==> src/include/sarc_pkg.sv <==
// sarc_pkg: constants and types of the standby and reset control
package sarc_pkg;
  // ------------------------------------------------------------
  // timing
  // ------------------------------------------------------------
  localparam int unsigned CLK_PERIOD_NS = 8;
  localparam int unsigned RST_MIN_NS = 10000;
  localparam int unsigned RST_CYCLES =
    (RST_MIN_NS + CLK_PERIOD_NS - 1) / CLK_PERIOD_NS;
  localparam logic [10:0] RST_CNT = 11'(RST_CYCLES);
  localparam int unsigned TICK_NS = 64000;
  localparam int unsigned TICK_CYCLES_DEF = TICK_NS / CLK_PERIOD_NS;
  localparam int unsigned WDOG_MS = 340;
  localparam int unsigned WDOG_CYCLES_DEF =
    WDOG_MS * 1000000 / CLK_PERIOD_NS;
  // ------------------------------------------------------------
  // codes
  // ------------------------------------------------------------
  localparam logic [3:0] OP_TIMER = 4'h2;
  localparam logic [3:0] OP_ANY = 4'h8;
  localparam logic [3:0] SP_OVER = 4'h6;
  localparam logic [3:0] SP_UNDER = 4'h7;
  localparam logic [1:0] VEC_TIMER = 2'h3;
  localparam logic [1:0] VEC_PIN = 2'h2;
  localparam logic [1:0] VEC_ITV = 2'h1;
  localparam logic [1:0] CAUSE_PIN = 2'h1;
  localparam logic [1:0] CAUSE_WDOG = 2'h2;
  localparam logic [1:0] CAUSE_STACK = 2'h3;
  // ------------------------------------------------------------
  // reset values
  // ------------------------------------------------------------
  localparam logic [15:0] DBUF_RST = 16'h0320;
  localparam logic [7:0] TMATCH_RST = 8'hff;
  localparam logic [5:0] INMASK_RST = 6'h3f;
  // ------------------------------------------------------------
  // register offsets
  // ------------------------------------------------------------
  localparam logic [3:0] REG_TMATCH = 4'h0;
  localparam logic [3:0] REG_TCOUNT = 4'h1;
  localparam logic [3:0] REG_WDOG = 4'h2;
  localparam logic [3:0] REG_STATUS = 4'h3;
  localparam logic [3:0] REG_DBUF = 4'h4;
  localparam logic [3:0] REG_PORTCFG = 4'h5;
  localparam logic [3:0] REG_LATCH = 4'h6;
  localparam logic [3:0] REG_WIN = 4'h7;
  localparam logic [3:0] REG_CHI = 4'h8;
  localparam logic [3:0] REG_CLO = 4'h9;
  localparam int unsigned WDOG_KICK_BIT = 3;
  // ------------------------------------------------------------
  // types
  // ------------------------------------------------------------
  typedef enum logic [4:0] {
    ST_RUN = 5'h01,
    ST_HALT = 5'h02,
    ST_STOP = 5'h04,
    ST_WAIT = 5'h08,
    ST_RESET = 5'h10
  } sarc_state_t;
  typedef struct packed {
    logic [3:0] wake_port_a;
    logic [3:0] wake_port_b;
    logic [3:0] wake_port_c;
    logic [3:0] wake_port_d;
  } sarc_ports_t;
  typedef struct packed {
    logic timer_request_flag;
    logic interval_request_flag;
    logic pin_event_flag;
    logic timer_request_enable;
    logic interval_request_enable;
    logic pin_event_enable;
    logic global_enable;
  } sarc_irq_t;
  typedef struct packed {
    logic req;
    logic stop;
    logic [3:0] op;
  } sarc_cmd_t;
  typedef struct packed {
    logic [3:0] addr;
    logic [15:0] wdata;
    logic wr;
    logic rd;
  } sarc_bus_t;
  typedef struct packed {
    sarc_state_t state;
    logic op_any;
    logic from_reset;
    logic pull;
    logic [1:0] cause;
    logic [10:0] rcnt;
    logic [15:0] pcnt;
    logic [7:0] tcnt;
    logic [7:0] tmatch;
    logic [31:0] wcnt;
    logic [15:0] dbuf;
    logic [5:0] inmask;
    logic [11:0] latch;
    logic [3:0] win;
    logic [7:0] chi;
    logic [7:0] clo;
    logic [15:0] rdata;
    logic resume;
    logic vector;
    logic [1:0] vsel;
    logic tf_clr;
    logic tf_set;
    logic itv_restart;
  } sarc_regs_t;
  localparam sarc_regs_t REGS_RST = '{
    state: ST_RESET, dbuf: DBUF_RST, tmatch: TMATCH_RST,
    inmask: INMASK_RST, from_reset: 1'b1, default: '0};
endpackage

==> src/core/sarc_core.sv <==
// sarc_core: standby, wake and reset sequencing
//
// Chosen here: the register offsets and the strobed register port.
module sarc_core
  import sarc_pkg::*;
#(
  parameter int unsigned TICK_CYCLES = TICK_CYCLES_DEF,
  parameter int unsigned WDOG_CYCLES = WDOG_CYCLES_DEF
) (
  input wire logic sys_clk,
  input wire logic rst,
  input wire logic clk_en,
  input wire sarc_bus_t bus,
  output logic [15:0] rdata,
  input wire sarc_cmd_t cmd,
  input wire sarc_ports_t ports,
  input wire sarc_irq_t irq,
  input wire logic [3:0] stack_pointer,
  input wire logic rst_pin_in,
  output logic rst_pin_out,
  output logic rst_pin_oe_n,
  output logic cpu_run,
  output logic osc_enable,
  output logic core_reset,
  output logic resume_pulse,
  output logic vector_pulse,
  output logic [1:0] vector_sel,
  output logic timer_flag_clear,
  output logic timer_flag_set,
  output logic interval_restart,
  output logic [5:0] port_in_cfg,
  output logic [11:0] port_latch,
  output logic [15:0] data_buffer
);
  // ------------------------------------------------------------
  // wake and entry terms
  // ------------------------------------------------------------
  sarc_regs_t s;
  sarc_regs_t n;
  logic [11:0] bcd_mask;
  logic pins_low;
  logic en_irq;
  logic pin_req;
  logic tick;
  logic pin_long;
  logic wdog_to;
  logic sp_bad;

  assign bcd_mask = {{4{s.inmask[5]}}, {4{s.inmask[4]}}, s.inmask[3:0]};
  assign pins_low = (|(~ports.wake_port_a)) |
    (|(~{ports.wake_port_d, ports.wake_port_c, ports.wake_port_b}
      & bcd_mask));
  assign pin_req = irq.pin_event_flag & irq.pin_event_enable;
  assign en_irq = (irq.timer_request_flag & irq.timer_request_enable) |
    (irq.interval_request_flag & irq.interval_request_enable) | pin_req;
  assign tick = s.pcnt == 16'(TICK_CYCLES - 1);
  assign pin_long = s.state != ST_RESET && !rst_pin_in &&
    s.rcnt == RST_CNT;
  assign wdog_to = s.state != ST_STOP && s.state != ST_RESET &&
    s.wcnt == 32'(WDOG_CYCLES - 1);
  assign sp_bad = s.state == ST_RUN &&
    (stack_pointer == SP_OVER || stack_pointer == SP_UNDER);

  // ------------------------------------------------------------
  // next state
  // ------------------------------------------------------------
  always_comb begin
    n = s;
    n.resume = 1'b0;
    n.vector = 1'b0;
    n.tf_clr = 1'b0;
    n.tf_set = 1'b0;
    n.itv_restart = 1'b0;
    n.rdata = '0;
    // watchdog runs except in stop and reset
    if (s.state != ST_STOP && s.state != ST_RESET) begin
      n.wcnt = s.wcnt + 32'h0000_0001;
    end
    // reset pin low-time filter
    if (s.state != ST_RESET) begin
      if (rst_pin_in) begin
        n.rcnt = '0;
      end else if (s.rcnt != RST_CNT) begin
        n.rcnt = s.rcnt + 11'h001;
      end
    end
    // register reads
    if (bus.rd) begin
      case (bus.addr)
        REG_TMATCH: n.rdata = {8'h00, s.tmatch};
        REG_TCOUNT: n.rdata = {8'h00, s.tcnt};
        REG_STATUS: n.rdata = {9'h000, s.cause, s.state};
        REG_DBUF: n.rdata = s.dbuf;
        REG_PORTCFG: n.rdata = {10'h000, s.inmask};
        REG_LATCH: n.rdata = {4'h0, s.latch};
        REG_WIN: n.rdata = {12'h000, s.win};
        REG_CHI: n.rdata = {8'h00, s.chi};
        REG_CLO: n.rdata = {8'h00, s.clo};
        default: n.rdata = '0;
      endcase
    end
    // register writes, ignored while held in reset
    if (bus.wr && s.state != ST_RESET) begin
      case (bus.addr)
        REG_TMATCH: n.tmatch = bus.wdata[7:0];
        REG_WDOG: begin
          if (bus.wdata[WDOG_KICK_BIT]) begin
            n.wcnt = '0;
          end
        end
        REG_DBUF: n.dbuf = bus.wdata;
        REG_PORTCFG: n.inmask = bus.wdata[5:0];
        REG_LATCH: n.latch = bus.wdata[11:0];
        REG_WIN: n.win = bus.wdata[3:0];
        REG_CHI: n.chi = bus.wdata[7:0];
        REG_CLO: n.clo = bus.wdata[7:0];
        default: ;
      endcase
    end
    // reset sources take priority over everything
    if (pin_long || wdog_to || sp_bad) begin
      n.state = ST_RESET;
      n.pull = !pin_long;
      n.cause = pin_long ? CAUSE_PIN :
        (wdog_to ? CAUSE_WDOG : CAUSE_STACK);
      n.rcnt = '0;
      n.from_reset = 1'b1;
      n.dbuf = DBUF_RST;
      n.tmatch = TMATCH_RST;
      n.tcnt = '0;
      n.inmask = INMASK_RST;
      n.latch = '0;
      n.wcnt = '0;
      n.pcnt = '0;
      if (s.state == ST_RUN) begin
        n.win = '0;
        n.chi = '0;
        n.clo = '0;
      end
    end else begin
      case (s.state)
        ST_RUN: begin
          if (cmd.req && !cmd.stop && cmd.op == OP_TIMER &&
              !irq.timer_request_flag) begin
            n.state = ST_HALT;
            n.op_any = 1'b0;
          end else if (cmd.req && !cmd.stop && cmd.op == OP_ANY &&
              !en_irq && !pins_low) begin
            n.state = ST_HALT;
            n.op_any = 1'b1;
          end else if (cmd.req && cmd.stop && cmd.op == OP_ANY &&
              !pins_low && !pin_req) begin
            n.state = ST_STOP;
          end
        end
        ST_HALT: begin
          if (!s.op_any) begin
            if (irq.timer_request_flag) begin
              n.state = ST_RUN;
              if (irq.global_enable && irq.timer_request_enable) begin
                n.vector = 1'b1;
                n.vsel = VEC_TIMER;
              end else begin
                n.resume = 1'b1;
              end
            end
          end else if (en_irq && irq.global_enable) begin
            n.state = ST_RUN;
            n.vector = 1'b1;
            if (irq.timer_request_flag && irq.timer_request_enable) begin
              n.vsel = VEC_TIMER;
            end else if (pin_req) begin
              n.vsel = VEC_PIN;
            end else begin
              n.vsel = VEC_ITV;
            end
          end else if (en_irq || pins_low) begin
            n.state = ST_RUN;
            n.resume = 1'b1;
          end
        end
        ST_STOP: begin
          if (pins_low || pin_req) begin
            n.state = ST_WAIT;
            n.tf_clr = 1'b1;
            n.itv_restart = 1'b1;
            n.tcnt = '0;
            n.pcnt = '0;
            n.from_reset = 1'b0;
          end
        end
        ST_WAIT: begin
          if (tick) begin
            n.pcnt = '0;
            if (s.tcnt == s.tmatch) begin
              n.state = ST_RUN;
              n.tf_set = !s.from_reset;
              n.resume = !s.from_reset;
              n.from_reset = 1'b0;
            end else begin
              n.tcnt = s.tcnt + 8'h01;
            end
          end else begin
            n.pcnt = s.pcnt + 16'h0001;
          end
        end
        ST_RESET: begin
          if (s.pull) begin
            n.rcnt = s.rcnt + 11'h001;
            if (s.rcnt == RST_CNT) begin
              n.pull = 1'b0;
              n.rcnt = '0;
            end
          end else if (rst_pin_in) begin
            n.state = ST_WAIT;
            n.tcnt = '0;
            n.pcnt = '0;
          end
        end
        default: n.state = ST_RESET;
      endcase
    end
  end

  // ------------------------------------------------------------
  // state register
  // ------------------------------------------------------------
  always_ff @(posedge sys_clk) begin
    if (rst) begin
      s <= REGS_RST;
    end else if (clk_en) begin
      s <= n;
    end
  end

  // ------------------------------------------------------------
  // outputs
  // ------------------------------------------------------------
  assign rdata = s.rdata;
  assign cpu_run = s.state == ST_RUN;
  assign osc_enable = s.state != ST_STOP && s.state != ST_RESET;
  assign core_reset = s.state == ST_RESET ||
    (s.state == ST_WAIT && s.from_reset);
  assign rst_pin_out = 1'b0;
  assign rst_pin_oe_n = !(s.state == ST_RESET && s.pull);
  assign resume_pulse = s.resume;
  assign vector_pulse = s.vector;
  assign vector_sel = s.vsel;
  assign timer_flag_clear = s.tf_clr;
  assign timer_flag_set = s.tf_set;
  assign interval_restart = s.itv_restart;
  assign port_in_cfg = s.inmask;
  assign port_latch = s.latch;
  assign data_buffer = s.dbuf;
endmodule

==> config.mk <==
export PLATFORM = sky130hd
export DESIGN_NAME = sarc_core
export DESIGN_NICKNAME = d
export VERILOG_FILES = /design/src/include/sarc_pkg.sv /design/src/core/sarc_core.sv
export SDC_FILE = /design/constraint.sdc
export NUM_CORES = 1
export LEC_CHECK = 0
export ABC_AREA = 1
export CORE_MARGIN = 3
export CORE_UTILIZATION = 60
export CTS_BUF_LIST = sky130_fd_sc_hd__clkbuf_4 sky130_fd_sc_hd__clkbuf_8
export CTS_CLUSTER_DIAMETER = 150
export CTS_CLUSTER_SIZE = 28
export DETAILED_ROUTE_END_ITERATION = 7
export DONT_BUFFER_PORTS = 1
export PLACE_DENSITY = 0.79
export SLEW_MARGIN = 30
export SYNTH_ARGS = -nofsm -noshare
export SYNTH_HDL_FRONTEND = slang
export SYNTH_SLANG_ARGS = --single-unit
==> constraint.sdc <==
create_clock -name sys_clk -period 2.1 [get_ports sys_clk]
set_input_delay 0.315 -clock sys_clk [delete_from_list [all_inputs] [get_ports sys_clk]]
set_output_delay 0.315 -clock sys_clk [all_outputs]
set_load 0.005 [all_outputs]
==> flow_metrics.tcl, run 1 <==
set metrics [dict create \
    num_rows 45 \
    rr_worst_depth 13 \
    core_area_sq_mm 0.0154 \
    synth_area_per_cell_sq_um 6.61 \
    vias 9916 \
    gr-total-overflow 0 \
    min_period_over_period_pct 97.0 \
    synth-edff-count 0 \
    ff_latch_area_sq_mm 0.00324 \
    violations "DRC, hold timing" \
    worstSetupStartpoint "s[157]" \
    cpLargestDelayFamily "simple AND/OR/NAND/NOR gates" \
    ff2ff_setup_slack_ns 0.06 \
    drive_above_1_share_pct 14.3 \
    cp_cell_sequence "nor2_4, nand3_4, nand2_8, inv_6, nand3_4, nand2_4, buf_12, nor2_8, nand2_4, buf_6, a21oi_2, o21ai_1, a21oi_1" \
    ys_seq_area_share_pct 33.5 \
    cp-end-kind "flop" \
    pre_cts_ws_ns -0.0607 \
    ir_drop_uv 625 \
    place.gp.congestion 0.960 \
    fmax_mhz 491 \
    gr-usage-all-layers_pct 30.1 \
    tightest_slew_ns 0.597 \
    multi_input_area_sq_mm 0.00530 \
    wl_per_cell_um 16.1 \
    grt_pass1_vias 8828 \
    diodes 0 \
    cp_num_buf_inv 3 \
    die_h_um 133 \
    hold_class "in -> reg" \
    grt_pass1_wl_um 43800 \
    nNetsFinal 1546 \
    outcome "finished, violations left" \
    postLayoutCoreUtil_pct 70.1 \
    drc 2 \
    dp_cells 1634 \
    ios 121 \
    io_buffers 0 \
    drt_wl_total_um 27400 \
    setup_ws_ns 0.0638 \
    vias_per_cell 5.82 \
    worstSetupEndpoint "s[96]" \
    ant_nets 0 \
    cts_tree "built" \
    initial_utilization_pct 62.3 \
    cts.clk_slew.worst_paths_ns 0.10 \
    first_pass_iters 8 \
    first_iter_violations 995 \
    critPathKind "reg -> reg" \
    synth_cells 1455 \
    slew_violations 0 \
    final_cell_mix "nand2_1 (337), inv_1 (150), nor2_1 (149)" \
    critPathRequiredTime_ns 2.52 \
    powerDensity_mw_per_mm2 650 \
    clock_latency_ns 0.50 \
    dp_hpwl_um 19000 \
    cts_buffers 17 \
    area_delta_synth_final_pct 12.5 \
    fin_crit_ns 2.04 \
    hold_viol 73 \
    max_stage_delay_ns 0.36 \
    p_leak_nw 4.21 \
    rsz0062_at_grt "yes" \
    ys_seq_elements 161 \
    die_w_um 133 \
    crit_cells 13 \
    cts.sinks 161 \
    setup_violations 0 \
    finalPower_mw 7.03 \
    worstPathMaxFanout 7 \
    ys_types 55 \
    cts_root_buffer "clkbuf_8" \
    mostFrequentLayoutCell "nand2_1" \
    synth.cell_area_sq_mm 0.00962 \
    relSlewSlack_pct 60.2 \
    fin_cells 1705 \
    htree_num_levels 4 \
    clock_skew_ns 0.0219 \
    arrival_ns 2.45 \
    worstReg2RegEnd "s[96]" \
    syn-num-nets 1520 \
    critPathSlowestCell "dfxtp_2" \
    antenna_found_initial 0 \
    timing.hold.ws_ns -0.110 \
    r2r_start "s[157]" \
    startpoint_type "flop" \
    ys.flop_type "dfxtp_1" \
    yosysWarnings 0 \
    grt_max_degree 106 \
    async_flop_share_pct 0 \
    fp.dieArea_sq_mm 0.0176 \
    fillers 1327 \
    clockBufferDepth 2 \
    maxCapViolations 0 \
]
layout make-up:
| type | instances | share of cell area [%] |
|---|---|---|
| well taps | 211 | 2.44 |
| repair buffers | 108 | 8.86 |
| clock inverters | 15 | 1.61 |
| multi-input cells | 1028 | 49.0 |
| inverters | 165 | 5.97 |
| clock buffers | 17 | 2.16 |
| flip-flops and latches | 161 | 29.9 |
where the power goes:
| part | leakage [nW] | internal [mW] | switching, mW | total (mW) |
|---|---|---|---|---|
| sequential | 1.31 | 3.15 | 0.0892 | 3.24 |
| combinational | 2.70 | 0.533 | 0.888 | 1.42 |
| clock | 0.209 | 0.918 | 1.45 | 2.37 |
| total | 4.21 | 4.60 | 2.43 | 7.03 |
kinds of logic (layout without fill, tap and decap cells):
family	count (synthesis)	after routing	share of synthesized area, %
other	1	1	0.0390
buffers and inverters	267	305	13.2
AO/OA/AOI/OAI	312	312	18.8
flip-flops	161	161	33.5
XOR/XNOR	19	19	1.73
AND/OR/NAND/NOR	689	690	31.9
adder cells (fa/ha/maj)	6	6	0.781
state kept, by name, summed over array words and instances, names as in the netlist:
signal,cells
timer_flag_set,1
vector_pulse,1
vector_sel,2
port_in_cfg,6
resume_pulse,1
rdata,16
timer_flag_clear,1
data_buffer,16
s,105
port_latch,12
cell usage after synthesis (26+ instances only):
master / number / area (sq um)
a21oi_1: 149 / 746
buf_4: 60 / 450
clkbuf_1: 30 / 113
dfxtp_1: 161 / 3220
inv_1: 154 / 578
nand2_1: 343 / 1290
nand3_1: 86 / 430
nor2_1: 158 / 593
nor3_1: 35 / 175
o211ai_1: 27 / 203
o21ai_0: 57 / 285
o22ai_1: 26 / 163
worst min path at each step:
stage,cells after the start,to,from
finish,1,s[137],rst
CTS,1,s[137],rst
global route,1,s[137],rst
detailed placement,1,s[137],rst
global placement,1,vector_sel[0],rst
floorplan,2,s[152],s[152]
metal layers:
| metal | GRT usage [%] | share of wire [%] | routed length, um |
|---|---|---|---|
| met1 | 40.2 | 42 | 11400 |
| met2 | 46.9 | 46 | 12600 |
| met3 | 8.21 | 9.4 | 2590 |
| met4 | 11.1 | 3.0 | 827 |
| met5 | 0 | 0 | 0 |
stage by stage:
stage	setup TNS, ns	cell area [sq um]
finish	0	10800
detailed placement	-0.299	9810
CTS	-0.00243	10500
global route	-0.277	10800
global placement	0	9810
floorplan	0	9620
repair_timing:
| item | in CTS | in global routing |
|---|---|---|
| pin swaps | 4 | 21 |
| endpoints found under the setup margin | 31 | 119 |
| hold endpoints to repair | 114 | 88 |
| gates cloned | 0 | 2 |
| resized for setup | 11 | 69 |
| setup buffers | 5 | 7 |
| hold buffers | 25 | 1 |
Power figures use the tool's default switching activity.
==> run 2: changes to the inputs <==
==> constraint.sdc (replaced) <==
create_clock -name sys_clk -period 2.1 [get_ports sys_clk]
set_input_delay 0.315 -clock sys_clk [delete_from_list [all_inputs] [get_ports sys_clk]]
set_output_delay 0.315 -clock sys_clk [all_outputs]
set_load 0.1 [all_outputs]
==> flow_metrics.tcl, run 2 (synthesis gave the netlist of run 1 again) <==
set metrics [dict create \
    ff_latch_area_sq_mm 0.00324 \
    cts_tree "built" \
    ant_nets 0 \
    wl_per_cell_um 16.4 \
    grt_pass1_vias 9185 \
    cts_root_buffer "clkbuf_8" \
    grt_max_degree 98 \
    largest_reg_flops 105 \
    p_leak_nw 4.56 \
    final_cell_mix "nand2_1 (334), nor2_1 (149), dfxtp_1 (149)" \
    maxCapViolations 0 \
    vias 10200 \
    cp-end-kind "flop" \
    postLayoutCoreUtil_pct 73.9 \
    outcome "finished, violations left" \
    hold_class "in -> reg" \
    core_area_sq_mm 0.0154 \
    powerDensity_mw_per_mm2 666 \
    worstPathMaxFanout 8 \
    initial_utilization_pct 62.3 \
    fillers 1270 \
    clockBufferDepth 2 \
    cts_buffers 17 \
    finalSetupTns_ns -0.0564 \
    die_w_um 133 \
    critPathKind "reg -> reg" \
    min_period_over_period_pct 101 \
    htree_num_levels 4 \
    grt_pass1_wl_um 44900 \
    clock_latency_ns 0.48 \
    mostFrequentLayoutCell "nand2_1" \
    multi_input_area_sq_mm 0.00535 \
    drc 0 \
    startpoint_type "flop" \
    place.gp.congestion 0.952 \
    fin_crit_ns 2.12 \
    regMostFlops "s" \
    area_delta_synth_final_pct 18.5 \
    first_pass_iters 6 \
    clock_skew_ns 0.0205 \
    num_rows 45 \
    die_h_um 133 \
    fp.dieArea_sq_mm 0.0176 \
    io_buffers 0 \
    gr-usage-all-layers_pct 30.8 \
    violations "setup timing" \
    hold_viol 0 \
    ir_drop_uv 609 \
    setup_ws_ns -0.0244 \
    relSlewSlack_pct 62.7 \
    antenna_found_initial 0 \
    cts.clk_slew.worst_paths_ns 0.10 \
    gr-total-overflow 0 \
    first_iter_violations 1252 \
    slew_violations 0 \
    critPathRequiredTime_ns 2.49 \
    tightest_slew_ns 0.556 \
    drt_wl_total_um 29000 \
    drive_above_1_share_pct 19.1 \
    nNetsFinal 1608 \
    dp_hpwl_um 19700 \
    vias_per_cell 5.75 \
    rsz0062_at_grt "yes" \
    cts.sinks 161 \
    ios 121 \
    arrival_ns 2.51 \
    fmax_mhz 471 \
    setup_violations 3 \
    diodes 0 \
    ff2ff_setup_slack_ns -0.02 \
]
## run 2: cell types whose count changed in the layout (fill, tap and decap cells not counted), sizes merged, moves of 2 or more
cell | previous run | this run
dlygate4sd3 | 26 | 16
inv | 173 | 168
buf | 81 | 154
bufinv | 0 | 2
clkinvlp | 0 | 2
## run 2: through the flow
| step | worst slack, ns | power [mW] | hold slack, ns | area, sq um | instances |
|---|---|---|---|---|---|
| after global placement | 0.0258 | 4.78 | 0.393 | 10300 | 1699 |
| after CTS | -0.0624 | 7.34 | 0.00284 | 11000 | 1748 |
| after floorplan | -0.0132 | 4.40 | 0.436 | 9640 | 1455 |
| final | -0.0244 | 7.58 | 0.0138 | 11400 | 1767 |
| after global routing | -0.111 | 7.86 | 0.00715 | 11400 | 1767 |
| after detailed placement | -0.0557 | 4.81 | 0.399 | 10300 | 1699 |
## run 2: report_power, final
part | switching (mW) | internal, mW | total (mW)
registers | 0.0873 | 3.14 | 3.23
clock network | 1.39 | 1.14 | 2.53
logic | 1.21 | 0.609 | 1.82
total | 2.69 | 4.89 | 7.58
## run 2: final cells by class
cell class | instances | area share (%)
Clock buffer | 17 | 2.05
Clock inverter | 15 | 1.86
Inverter | 165 | 5.80
Multi-Input combinational cell | 1027 | 47.0
Sequential cell | 161 | 28.4
Tap cell | 211 | 2.32
Timing Repair Buffer | 171 | 12.6
## run 2: what timing repair did
item                                   in CTS  in global routing
gates resized for setup                     6                 98
hold buffers                               17                  0
pin swaps                                   1                 19
gates cloned                                0                  2
endpoints found under the hold margin     111                  0
buffers inserted                            0                 17
setup endpoints to repair                  22                142
## run 2: layer usage
metal  routed length, um  track usage (%)  part of all wire, %  vias up
met5                   0                0                    0        -
met4                 796             9.99                  2.7        0
met3                2510             6.84                  8.7       66
met2               13700             49.3                   47      457
met1               12000             41.6                   41     4676
li1                    -                -                    -     4958
## run 2: final timing paths
| kind | cells after the start | start | end |
|---|---|---|---|
| max reg2reg | 13 | s[159] | s[158] |
| min | 2 | bus[6] | s[35] |
| max | 13 | s[159] | s[158] |
| min reg2reg | 2 | s[34] | s[34] |
## run 2: critical path: stages (launching register included)
cell and delay (ns):
dfxtp_2 0.37, inv_2 0.05, nor2_1 0.15, nand3_2 0.19, nand2_8 0.15, inv_4 0.04
nand3_4 0.12, nand2_8 0.09, buf_8 0.15, nor2_2 0.17, nand2_1 0.13, nand4_4 0.18
nand2_1 0.07, a21oi_1 0.17
